<file path="config.mk">
export PLATFORM = sky130hd
export DESIGN_NAME = wtc_timer16_ctrl
export DESIGN_NICKNAME = d
export VERILOG_FILES = /design/src/hw/wtc_timer16_ctrl.v
export VERILOG_INCLUDE_DIRS = /design/src /design/src/hw
export SDC_FILE = /design/constraint.sdc
export NUM_CORES = 1
export LEC_CHECK = 0
export ABC_AREA = 1
export BUFFER_PORTS_ARGS = -buffer_cell sky130_fd_sc_hd__buf_2
export CORE_UTILIZATION = 25
export DETAILED_ROUTE_END_ITERATION = 10
export SYNTH_ARGS = -nofsm -noshare
export SYNTH_HDL_FRONTEND = slang
export SYNTH_SLANG_ARGS = --single-unit
</file>
<file path="constraint.sdc">
create_clock -name CLK_I -period 4.17 [get_ports CLK_I]
set_clock_uncertainty 0.1 [all_clocks]
set_input_delay 0.834 -clock CLK_I [delete_from_list [all_inputs] [get_ports CLK_I]]
set_output_delay 0.834 -clock CLK_I [all_outputs]
set_load 0.01 [all_outputs]
</file>
<file path="src/hw/wtc_defines.vh">
`ifndef WTC_DEFINES_VH
`define WTC_DEFINES_VH

// ----------------------------------------
// Register addresses and banking
// ----------------------------------------
`define WTC_ADDR_POINTER     8'hfd
`define WTC_BANK_NORMAL      4'h0
`define WTC_BANK_D           4'hd
`define WTC_BANK_F           4'hf
`define WTC_IDX_BANK_D_ZERO  4'h0
`define WTC_IDX_BANK_D_ONE   4'h1
`define WTC_IDX_CONTROL      4'h2
`define WTC_IDX_RESERVED     4'h3
`define WTC_IDX_PORT3        4'h3

// ----------------------------------------
// Control register fields
// ----------------------------------------
`define WTC_BIT_RUN          7
`define WTC_BIT_SINGLE       6
`define WTC_BIT_TIMEOUT      5
`define WTC_BIT_PRE_HI       4
`define WTC_BIT_PRE_LO       3
`define WTC_BIT_CAP_INT      2
`define WTC_BIT_TMO_INT      1
`define WTC_BIT_PIN_SRC      0
`define WTC_CONTROL_RESET    8'h00
`define WTC_POINTER_RESET    8'h00

// ----------------------------------------
// Port 3 layout
// ----------------------------------------
`define WTC_SHARED_PIN_IDX   1

`endif

</file>
<file path="src/hw/wtc_timer16_ctrl.v">
`timescale 1ns/1ps
`include "wtc_defines.vh"
module wtc_timer16_ctrl #(
  parameter WIDTH = 16
) (
  input  wire             CLK_I,
  input  wire             RST_N_I,
  input  wire             WR_EN_I,
  input  wire             RD_EN_I,
  input  wire [7:0]       ADDR_I,
  input  wire [7:0]       WDATA_I,
  input  wire             DEMOD_MODE_I,
  input  wire             EDGE_I,
  input  wire [WIDTH-1:0] RELOAD_I,
  input  wire [3:0]       PORT3_IN_I,
  input  wire [3:0]       PORT3_LATCH_I,
  output reg  [7:0]       RDATA_O,
  output reg  [7:0]       ABS_ADDR_O,
  output reg              BANK_HIT_O,
  output reg              EXT_ACCESS_O,
  output reg  [3:0]       PORT3_OUT_O,
  output reg  [3:0]       PORT3_IRQ_O,
  output reg              CAPTURE_O,
  output reg  [WIDTH-1:0] CAPTURE_VAL_O,
  output reg              TIMEOUT_IRQ_O,
  output reg              CAPTURE_IRQ_O,
  output reg  [WIDTH-1:0] COUNT_O
);

  // ----------------------------------------
  // Address decode
  // ----------------------------------------
  reg  [7:0]       bank_pointer;
  reg  [7:0]       control;
  reg  [WIDTH-1:0] count;
  reg  [2:0]       pre_cnt;
  reg              timer_out;
  reg              edge_lock;
  reg              edge_d;

  // Short working register address 0..f mapped through the pointer
  function [7:0] map_addr;
    input [7:0] a;
    input [7:0] p;
    begin
      if (a[7:4] == 4'h0)
        map_addr = {p[7:4], a[3:0]};
      else
        map_addr = a;
    end
  endfunction

  // Lowest sixteen go to the expanded bank when low nibble nonzero
  function is_bank;
    input [7:0] a;
    input [7:0] p;
    begin
      is_bank = (a[7:4] == 4'h0) && (p[3:0] != `WTC_BANK_NORMAL);
    end
  endfunction

  wire       bank_acc = is_bank(ADDR_I, bank_pointer);
  wire       bank_d   = bank_pointer[3:0] == `WTC_BANK_D;
  wire       bank_ok  = bank_d || (bank_pointer[3:0] == `WTC_BANK_F);
  wire       ctl_sel  = bank_acc && bank_d && (ADDR_I[3:0] == `WTC_IDX_CONTROL);
  wire       ptr_sel  = ADDR_I == `WTC_ADDR_POINTER;
  wire [1:0] prescale = control[`WTC_BIT_PRE_HI:`WTC_BIT_PRE_LO];
  wire       run      = control[`WTC_BIT_RUN];

  // ----------------------------------------
  // Prescaler and counter
  // ----------------------------------------
  reg  [2:0] pre_mask;
  always @*
  begin
    case (prescale)
      2'b00:   pre_mask = 3'h0;
      2'b01:   pre_mask = 3'h1;
      2'b10:   pre_mask = 3'h3;
      2'b11:   pre_mask = 3'h7;
      default: pre_mask = 3'h0;
    endcase
  end

  wire tick     = run && ((pre_cnt & pre_mask) == pre_mask);
  wire terminal = tick && !DEMOD_MODE_I && (count == {WIDTH{1'b0}});
  wire rise     = EDGE_I ^ edge_d;
  wire capture  = run && DEMOD_MODE_I && rise && !edge_lock;
  wire tmo_set  = terminal;
  wire tmo_clr  = WR_EN_I && ctl_sel && WDATA_I[`WTC_BIT_TIMEOUT];

  reg  [7:0] next_control;
  always @*
  begin
    next_control = control;
    if (WR_EN_I && ctl_sel)
    begin
      next_control = {WDATA_I[7:6], control[5], WDATA_I[4:0]};
      if (tmo_clr)
        next_control[`WTC_BIT_TIMEOUT] = 1'b0;
    end
    // Timeout arriving with a clear still lands
    if (tmo_set)
      next_control[`WTC_BIT_TIMEOUT] = 1'b1;
    // Single pass stops the counter itself
    if (terminal && control[`WTC_BIT_SINGLE])
      next_control[`WTC_BIT_RUN] = 1'b0;
  end

  // ----------------------------------------
  // Software visible registers
  // ----------------------------------------
  always @(posedge CLK_I or negedge RST_N_I)
  begin
    if (!RST_N_I)
    begin
      bank_pointer <= `WTC_POINTER_RESET;
      control      <= `WTC_CONTROL_RESET;
    end
    else
    begin
      control <= next_control;
      // Pointer sits outside the swapped window, so it is reachable from any bank
      if (WR_EN_I && ptr_sel)
        bank_pointer <= WDATA_I;
    end
  end

  // ----------------------------------------
  // Down counter and timer output
  // ----------------------------------------
  always @(posedge CLK_I or negedge RST_N_I)
  begin
    if (!RST_N_I)
    begin
      count     <= {WIDTH{1'b0}};
      pre_cnt   <= 3'h0;
      timer_out <= 1'b0;
    end
    else
    begin
      // Prescaler restarts with the counter so the first tick is full length
      pre_cnt <= run ? pre_cnt + 3'h1 : 3'h0;
      if (terminal)
      begin
        count     <= RELOAD_I;
        timer_out <= ~timer_out;
      end
      else if (capture)
        count <= RELOAD_I;
      else if (tick)
        count <= count - {{(WIDTH-1){1'b0}}, 1'b1};
    end
  end

  // ----------------------------------------
  // Edge detection in demodulation
  // ----------------------------------------
  always @(posedge CLK_I or negedge RST_N_I)
  begin
    if (!RST_N_I)
    begin
      edge_lock <= 1'b0;
      edge_d    <= 1'b0;
    end
    else
    begin
      edge_d <= EDGE_I;
      // Lock releases when run is cleared, so software re-arms by restart
      if (!run)
        edge_lock <= 1'b0;
      else if (capture && control[`WTC_BIT_SINGLE])
        edge_lock <= 1'b1;
    end
  end

  // ----------------------------------------
  // Read data select
  // ----------------------------------------
  reg [7:0] next_rdata;
  always @*
  begin
    next_rdata = 8'h00;
    if (ptr_sel)
      next_rdata = bank_pointer;
    else if (ctl_sel)
      next_rdata = control;
    else if (!bank_acc && ADDR_I[3:0] == `WTC_IDX_PORT3 && ADDR_I[7:4] == 4'h0)
      next_rdata = {PORT3_OUT_O, PORT3_IN_I};
  end

  // ----------------------------------------
  // Read data register
  // ----------------------------------------
  // Held between reads so a slow master may sample late
  always @(posedge CLK_I or negedge RST_N_I)
  begin
    if (!RST_N_I)
    begin
      RDATA_O <= 8'h00;
    end
    else
    begin
      if (RD_EN_I)
        RDATA_O <= next_rdata;
    end
  end

  // ----------------------------------------
  // Address mapping status
  // ----------------------------------------
  // Registered every cycle, not only on an access
  always @(posedge CLK_I or negedge RST_N_I)
  begin
    if (!RST_N_I)
    begin
      ABS_ADDR_O   <= 8'h00;
      BANK_HIT_O   <= 1'b0;
      EXT_ACCESS_O <= 1'b0;
    end
    else
    begin
      ABS_ADDR_O   <= map_addr(ADDR_I, bank_pointer);
      BANK_HIT_O   <= bank_acc && bank_ok;
      EXT_ACCESS_O <= bank_acc;
    end
  end

  // ----------------------------------------
  // Port 3 lines
  // ----------------------------------------
  // Only the shared pin can be taken over by the timer
  wire [3:0] next_port3_out;
  genvar     gi;
  generate
    for (gi = 0; gi < 4; gi = gi + 1)
    begin : g_port3
      if (gi == `WTC_SHARED_PIN_IDX)
      begin : g_shared
        assign next_port3_out[gi] = control[`WTC_BIT_PIN_SRC] ? timer_out : PORT3_LATCH_I[gi];
      end
      else
      begin : g_fixed
        assign next_port3_out[gi] = PORT3_LATCH_I[gi];
      end
    end
  endgenerate

  // Inputs pass through unmasked; interrupt routing sits elsewhere
  always @(posedge CLK_I or negedge RST_N_I)
  begin
    if (!RST_N_I)
    begin
      PORT3_OUT_O <= 4'h0;
      PORT3_IRQ_O <= 4'h0;
    end
    else
    begin
      PORT3_OUT_O <= next_port3_out;
      PORT3_IRQ_O <= PORT3_IN_I;
    end
  end

  // ----------------------------------------
  // Event pulses and capture
  // ----------------------------------------
  // Pulses last one cycle; software sees the flag, not these
  always @(posedge CLK_I or negedge RST_N_I)
  begin
    if (!RST_N_I)
    begin
      CAPTURE_O     <= 1'b0;
      CAPTURE_VAL_O <= {WIDTH{1'b0}};
      TIMEOUT_IRQ_O <= 1'b0;
      CAPTURE_IRQ_O <= 1'b0;
      COUNT_O       <= {WIDTH{1'b0}};
    end
    else
    begin
      CAPTURE_O     <= capture;
      // Capture value frozen until the next capture
      if (capture)
        CAPTURE_VAL_O <= count;
      TIMEOUT_IRQ_O <= tmo_set && control[`WTC_BIT_TMO_INT];
      CAPTURE_IRQ_O <= capture && control[`WTC_BIT_CAP_INT];
      COUNT_O       <= count;
    end
  end

endmodule
</file>
# Word level (Yosys, flattened, before mapping)
# Index checks and enable logic that the tools add are counted.
# totals
register_bits	99
in_bits	46
out_inout_bits	61
elab_cells	83
# op_classes
n_addsub	2
eq_ne	10
n_mux	16
bitwise_logic	3
n_reduce_logical	32
# ops
op	count
2-to-1 mux 16 bit	3
2-to-1 mux 8 bit	5
logical AND 1 bit	19
zero test 16 bit	1
subtractor 16 x 1 -> 16 bit (second input constant)	1
case mux 3 bit (4 select lines)	1
== test 4 x 2 -> 1 bit (second input constant)	2
== test 4 bit (second input constant)	2
== test 8 bit (second input constant)	1
2-to-1 mux 1 bit	6
nonzero test 2 bit	3
== test 2 bit (second input constant)	2
zero test 4 bit	1
nonzero test 4 bit	1
adder 3 x 1 -> 3 bit (second input constant)	1
bitwise AND 3 bit	1
== test 3 bit	1
zero test 1 bit	3
2-to-1 mux 3 bit	1
nonzero test 3 bit	1
== test 2 x 1 -> 1 bit (second input constant)	1
zero test 2 bit	1
!= test 2 x 1 -> 1 bit (second input constant)	1
AND reduction 2 bit	1
3 further kinds	3

# Logic depth before layout (Yosys ltp)
# depth
word_depth	9
mapped_depth	11
depth_no_buf	11

# Worst setup path before layout
# OpenSTA, ideal clock, no wires.
# synth_path
kind	input -> register
startpoint	input port ADDR_I[4]
endpoint	register bank_pointer[5]
setup_ns	0.117
t_arrival_ns	1.829
required_time_ns	3.953
setup_slack_ns	2.123
cell_stages	6
path_buffers	1
cell_sequence	inv_1 nor3_2 nand3_4 buf_6 nand2_1 o21ai_2
# synth_via
elab_chain_len	2
# synth_rtl
element	line_no	source
start: declaration	wtc_timer16_ctrl.v:10	input wire [7:0] ADDR_I,
== test 8 bit (no line)	-	
logical AND 1 bit	wtc_timer16_ctrl.v:124	if (WR_EN_I && ptr_sel)
end signal: assignment	wtc_timer16_ctrl.v:117	bank_pointer <= `WTC_POINTER_RESET;
end: declaration	wtc_timer16_ctrl.v:33	reg [7:0] bank_pointer;
# Every way passes these cells.
# A chain may end at the register's enable or synchronous reset.

# Worst setup path after layout
# layout_path
startpoint	input port DEMOD_MODE_I
endpoint	register count[13]
# layout_via
elab_chain_len	5
elab_cells_between_ends	9
classes_between	mux (2); reduce/logical (7)
# layout_rtl
element	line_no	source
start: declaration	wtc_timer16_ctrl.v:12	input wire DEMOD_MODE_I,
logical AND 1 bit (3 in series)	wtc_timer16_ctrl.v:88	wire capture = run && DEMOD_MODE_I && rise && !edge_lock;
2-to-1 mux 16 bit	wtc_timer16_ctrl.v:149	else if (capture)
2-to-1 mux 16 bit	wtc_timer16_ctrl.v:144	if (terminal)
end signal: assignment	wtc_timer16_ctrl.v:136	count <= {WIDTH{1'b0}};
end signal: assignment	wtc_timer16_ctrl.v:152	count <= count - {{(WIDTH-1){1'b0}}, 1'b1};
end: declaration	wtc_timer16_ctrl.v:35	reg [WIDTH-1:0] count;
# Parallel ways exist; a longest one is shown, timed or not.

==> results.cfg <==
[run_status]
outcome = finished, final reports clean

[critical_path]
r2r_cells = 8
path_max_fanout = 26
reg2reg_from = control[7]
r2r_setup_slack_ns = 1.86
setup.worst_path.start_class = input port
cp_cell_sequence = buf_2 -> nand2_1 -> nor2_1 -> nand3_2 -> buf_4 -> nand2_2 -> inv_1 -> nand2_1 -> nand2_1
slowest_delay_ns = 0.34
endpoint = count[13]
crit_top_cell = nand2_1
worst_ep_arrival_time_ns = 2.54
end_kind = flip-flop
path_class = input port to flip-flop
r2r-end = count[13]
critPathLaunch = DEMOD_MODE_I
crit_required_ns = 4.30
slowest_stage = inv_1

[grt]
grt_pass1_wl_um = 18800
antenna_found_initial = 0
grt_pass1_vias = 3582
grt_max_degree = 58
grt_use_total = 0.132
grt-ovfl-total = 0

[place]
io_buffers = 106
dpl.cell_count = 869
gp_congestion = 0.854
dp.final_hpwl_um = 8850

[hold_path]
hold_depth = 0
hp-class = flip-flop to flip-flop

[layout]
area_growth_pct = 23.6
final_cell_count_no_fill = 886
drive_above_1_share = 0.226
fill_cells = 1880
multi_input_area_mm2 = 0.00172
final_nets = 704
seqCellArea_mm2 = 0.00248

[routing]
vias = 3726
wirelength_um = 11700
routedWlPerCell_um = 13.2
drt-initial-drc-count = 222
drc = 0
post_drt_via_cell_ratio = 4.21
firstDrtPassIters = 4
ant_nets = 0

[timing]
hold_viol = 0
max_freq_mhz = 415
rsz0062_at_grt = no
drv_slew = 0
period_minus_slack_ns = 2.41
relSlewSlack = 0.505
tightest_slew_ns = 0.742
post-route-period-util = 0.578
fin_tns_setup_ns = 0
setup-violations-final = 0

[power]
leakagePower_nw = 2.97
pwr_density_cell_mw_per_mm2 = 490
ir_drop_mv = 0.234
finalPower_mw = 2.76

[floorplan]
die_x_um = 137
initial_core_util = 0.260
core_area_mm2 = 0.0175
die_y_um = 137
dieArea_mm2 = 0.0188
rows = 48
top_level_ports = 107

[clock_network]
ctsResizeCount = 0
clock_path_buffers = 2
insertion_delay_ns = 0.34
ctsHtreeMaxLevel = 3
cts_root_buffer = clkbuf_16
cts.sinks = 99
clk_pin_slew_worst_paths_ns = 0.07
cts_buffers = 9
post-cts-setup-buffer-count = 0
postCtsHoldBufs = 0
cts_tree = built

[synth]
synth_top_area_share = 0.544
seq_area_frac_synth = 0.544
synth_common_cells = 188 x nand2_1, 99 x dfrtp_1, 77 x inv_1
syn_nets = 594
netlist_area_mm2 = 0.00456
yosys-top-cells-area = dfrtp_1 54%, nand2_1 15%, nand3_1 6.4%, inv_1 6.3%, o21ai_0 3.3%
synth-edff-count = 0
synth-main-ff-cell = dfrtp_1
yosysWarnings = 0
async_reset_ff_frac = 1.00
yosysMostFrequentCell = nand2_1
postSynthAreaPerCell_um2 = 8.36
yosysTopAreaCell = dfrtp_1
ys_ff_latch = 99
synth_cells = 545
yosys.cell_types.count = 35

[job]
maxCapViolations = 0
==> final cells by class <==
class / instances / share of cell area
Clock inverter: 5 / 0.00933
Timing Repair Buffer: 109 / 0.0987
Inverter: 79 / 0.0527
Antenna cell: 1 / 0.000444
Multi-Input combinational cell: 357 / 0.306
Tap cell: 225 / 0.0500
Clock buffer: 11 / 0.0431
Sequential cell: 99 / 0.440
==> through the flow <==
stage	util	hold slack (ns)	setup slack [ns]	cell area, um^2
after floorplan	-	0.289	2.12	4560
after CTS	0.321	0.342	1.76	5630
after global placement	0.304	0.334	1.48	5330
after global routing	0.321	0.350	1.53	5630
final	0.321	0.343	1.76	5630
after detailed placement	0.304	0.324	1.39	5330
==> sequential cells by signal, indices dropped and copies added (netlist names) <==
signal,count
PORT3_IRQ_O,4
edge_d,1
PORT3_OUT_O,4
CAPTURE_VAL_O,16
CAPTURE_O,1
TIMEOUT_IRQ_O,1
pre_cnt,3
count,16
control,8
BANK_HIT_O,1
bank_pointer,8
edge_lock,1
ABS_ADDR_O,8
timer_out,1
COUNT_O,16
CAPTURE_IRQ_O,1
RDATA_O,8
EXT_ACCESS_O,1
==> kinds of logic (layout without fill, tap and decap cells) <==
group           after synthesis  in the layout  share of synthesized area
other cells                   0              1                          0
xor+xnor                      8              8                     0.0154
compound gates               42             42                     0.0549
simple gates                303            303                      0.297
flops                        99             99                      0.544
buf+inv                      89            204                     0.0783
fa+ha+maj                     3              3                    0.00824
mux                           1              1                    0.00247
==> per-layer routing <==
layer  wire length [um]  global-route usage  up-vias
met3                826              0.0304        9
met2               5280               0.207      135
met1               5480               0.183     1656
li1                   -                   -     1926
met5                  0                   0        -
met4                105              0.0281        0
==> critical path, delay by kind of cell <==
family	cells	cell delay [ns]
simple gates	6	0.95
buf+inv	3	0.76
==> how the worst min path moves through the flow <==
stage	from	endpoint	slack, ns
after floorplan	count[0]	COUNT_O[0]	0.29
after global placement	count[7]	COUNT_O[7]	0.33
after detailed placement	count[1]	COUNT_O[1]	0.32
after CTS	count[1]	COUNT_O[1]	0.34
after global routing	count[1]	COUNT_O[1]	0.35
final	count[1]	COUNT_O[1]	0.34
==> power breakdown <==
group	internal (mW)	switching (mW)
clock network	0.479	0.350
registers	1.15	0.154
logic	0.243	0.388
total	1.87	0.892
==> cell usage in the layout (no fill, tap or decap), types with 2 or more instances in the layout <==
cell type  instances
inv_2              2
clkbuf_16          9
nor2_4             2
buf_4              4
o21ai_2            6
inv_1             77
clkinv_2           3
buf_2            105
nand4_1            6
a21oi_1            3
nand2_1          188
nor2_2             3
nor2_1            30
nand3_2            3
ha_1               3
dfrtp_1           99
nand3_1           58
xor2_1             7
o21ai_0           30
nor3_1             3
No activity file was read; power rests on OpenSTA's default activity.
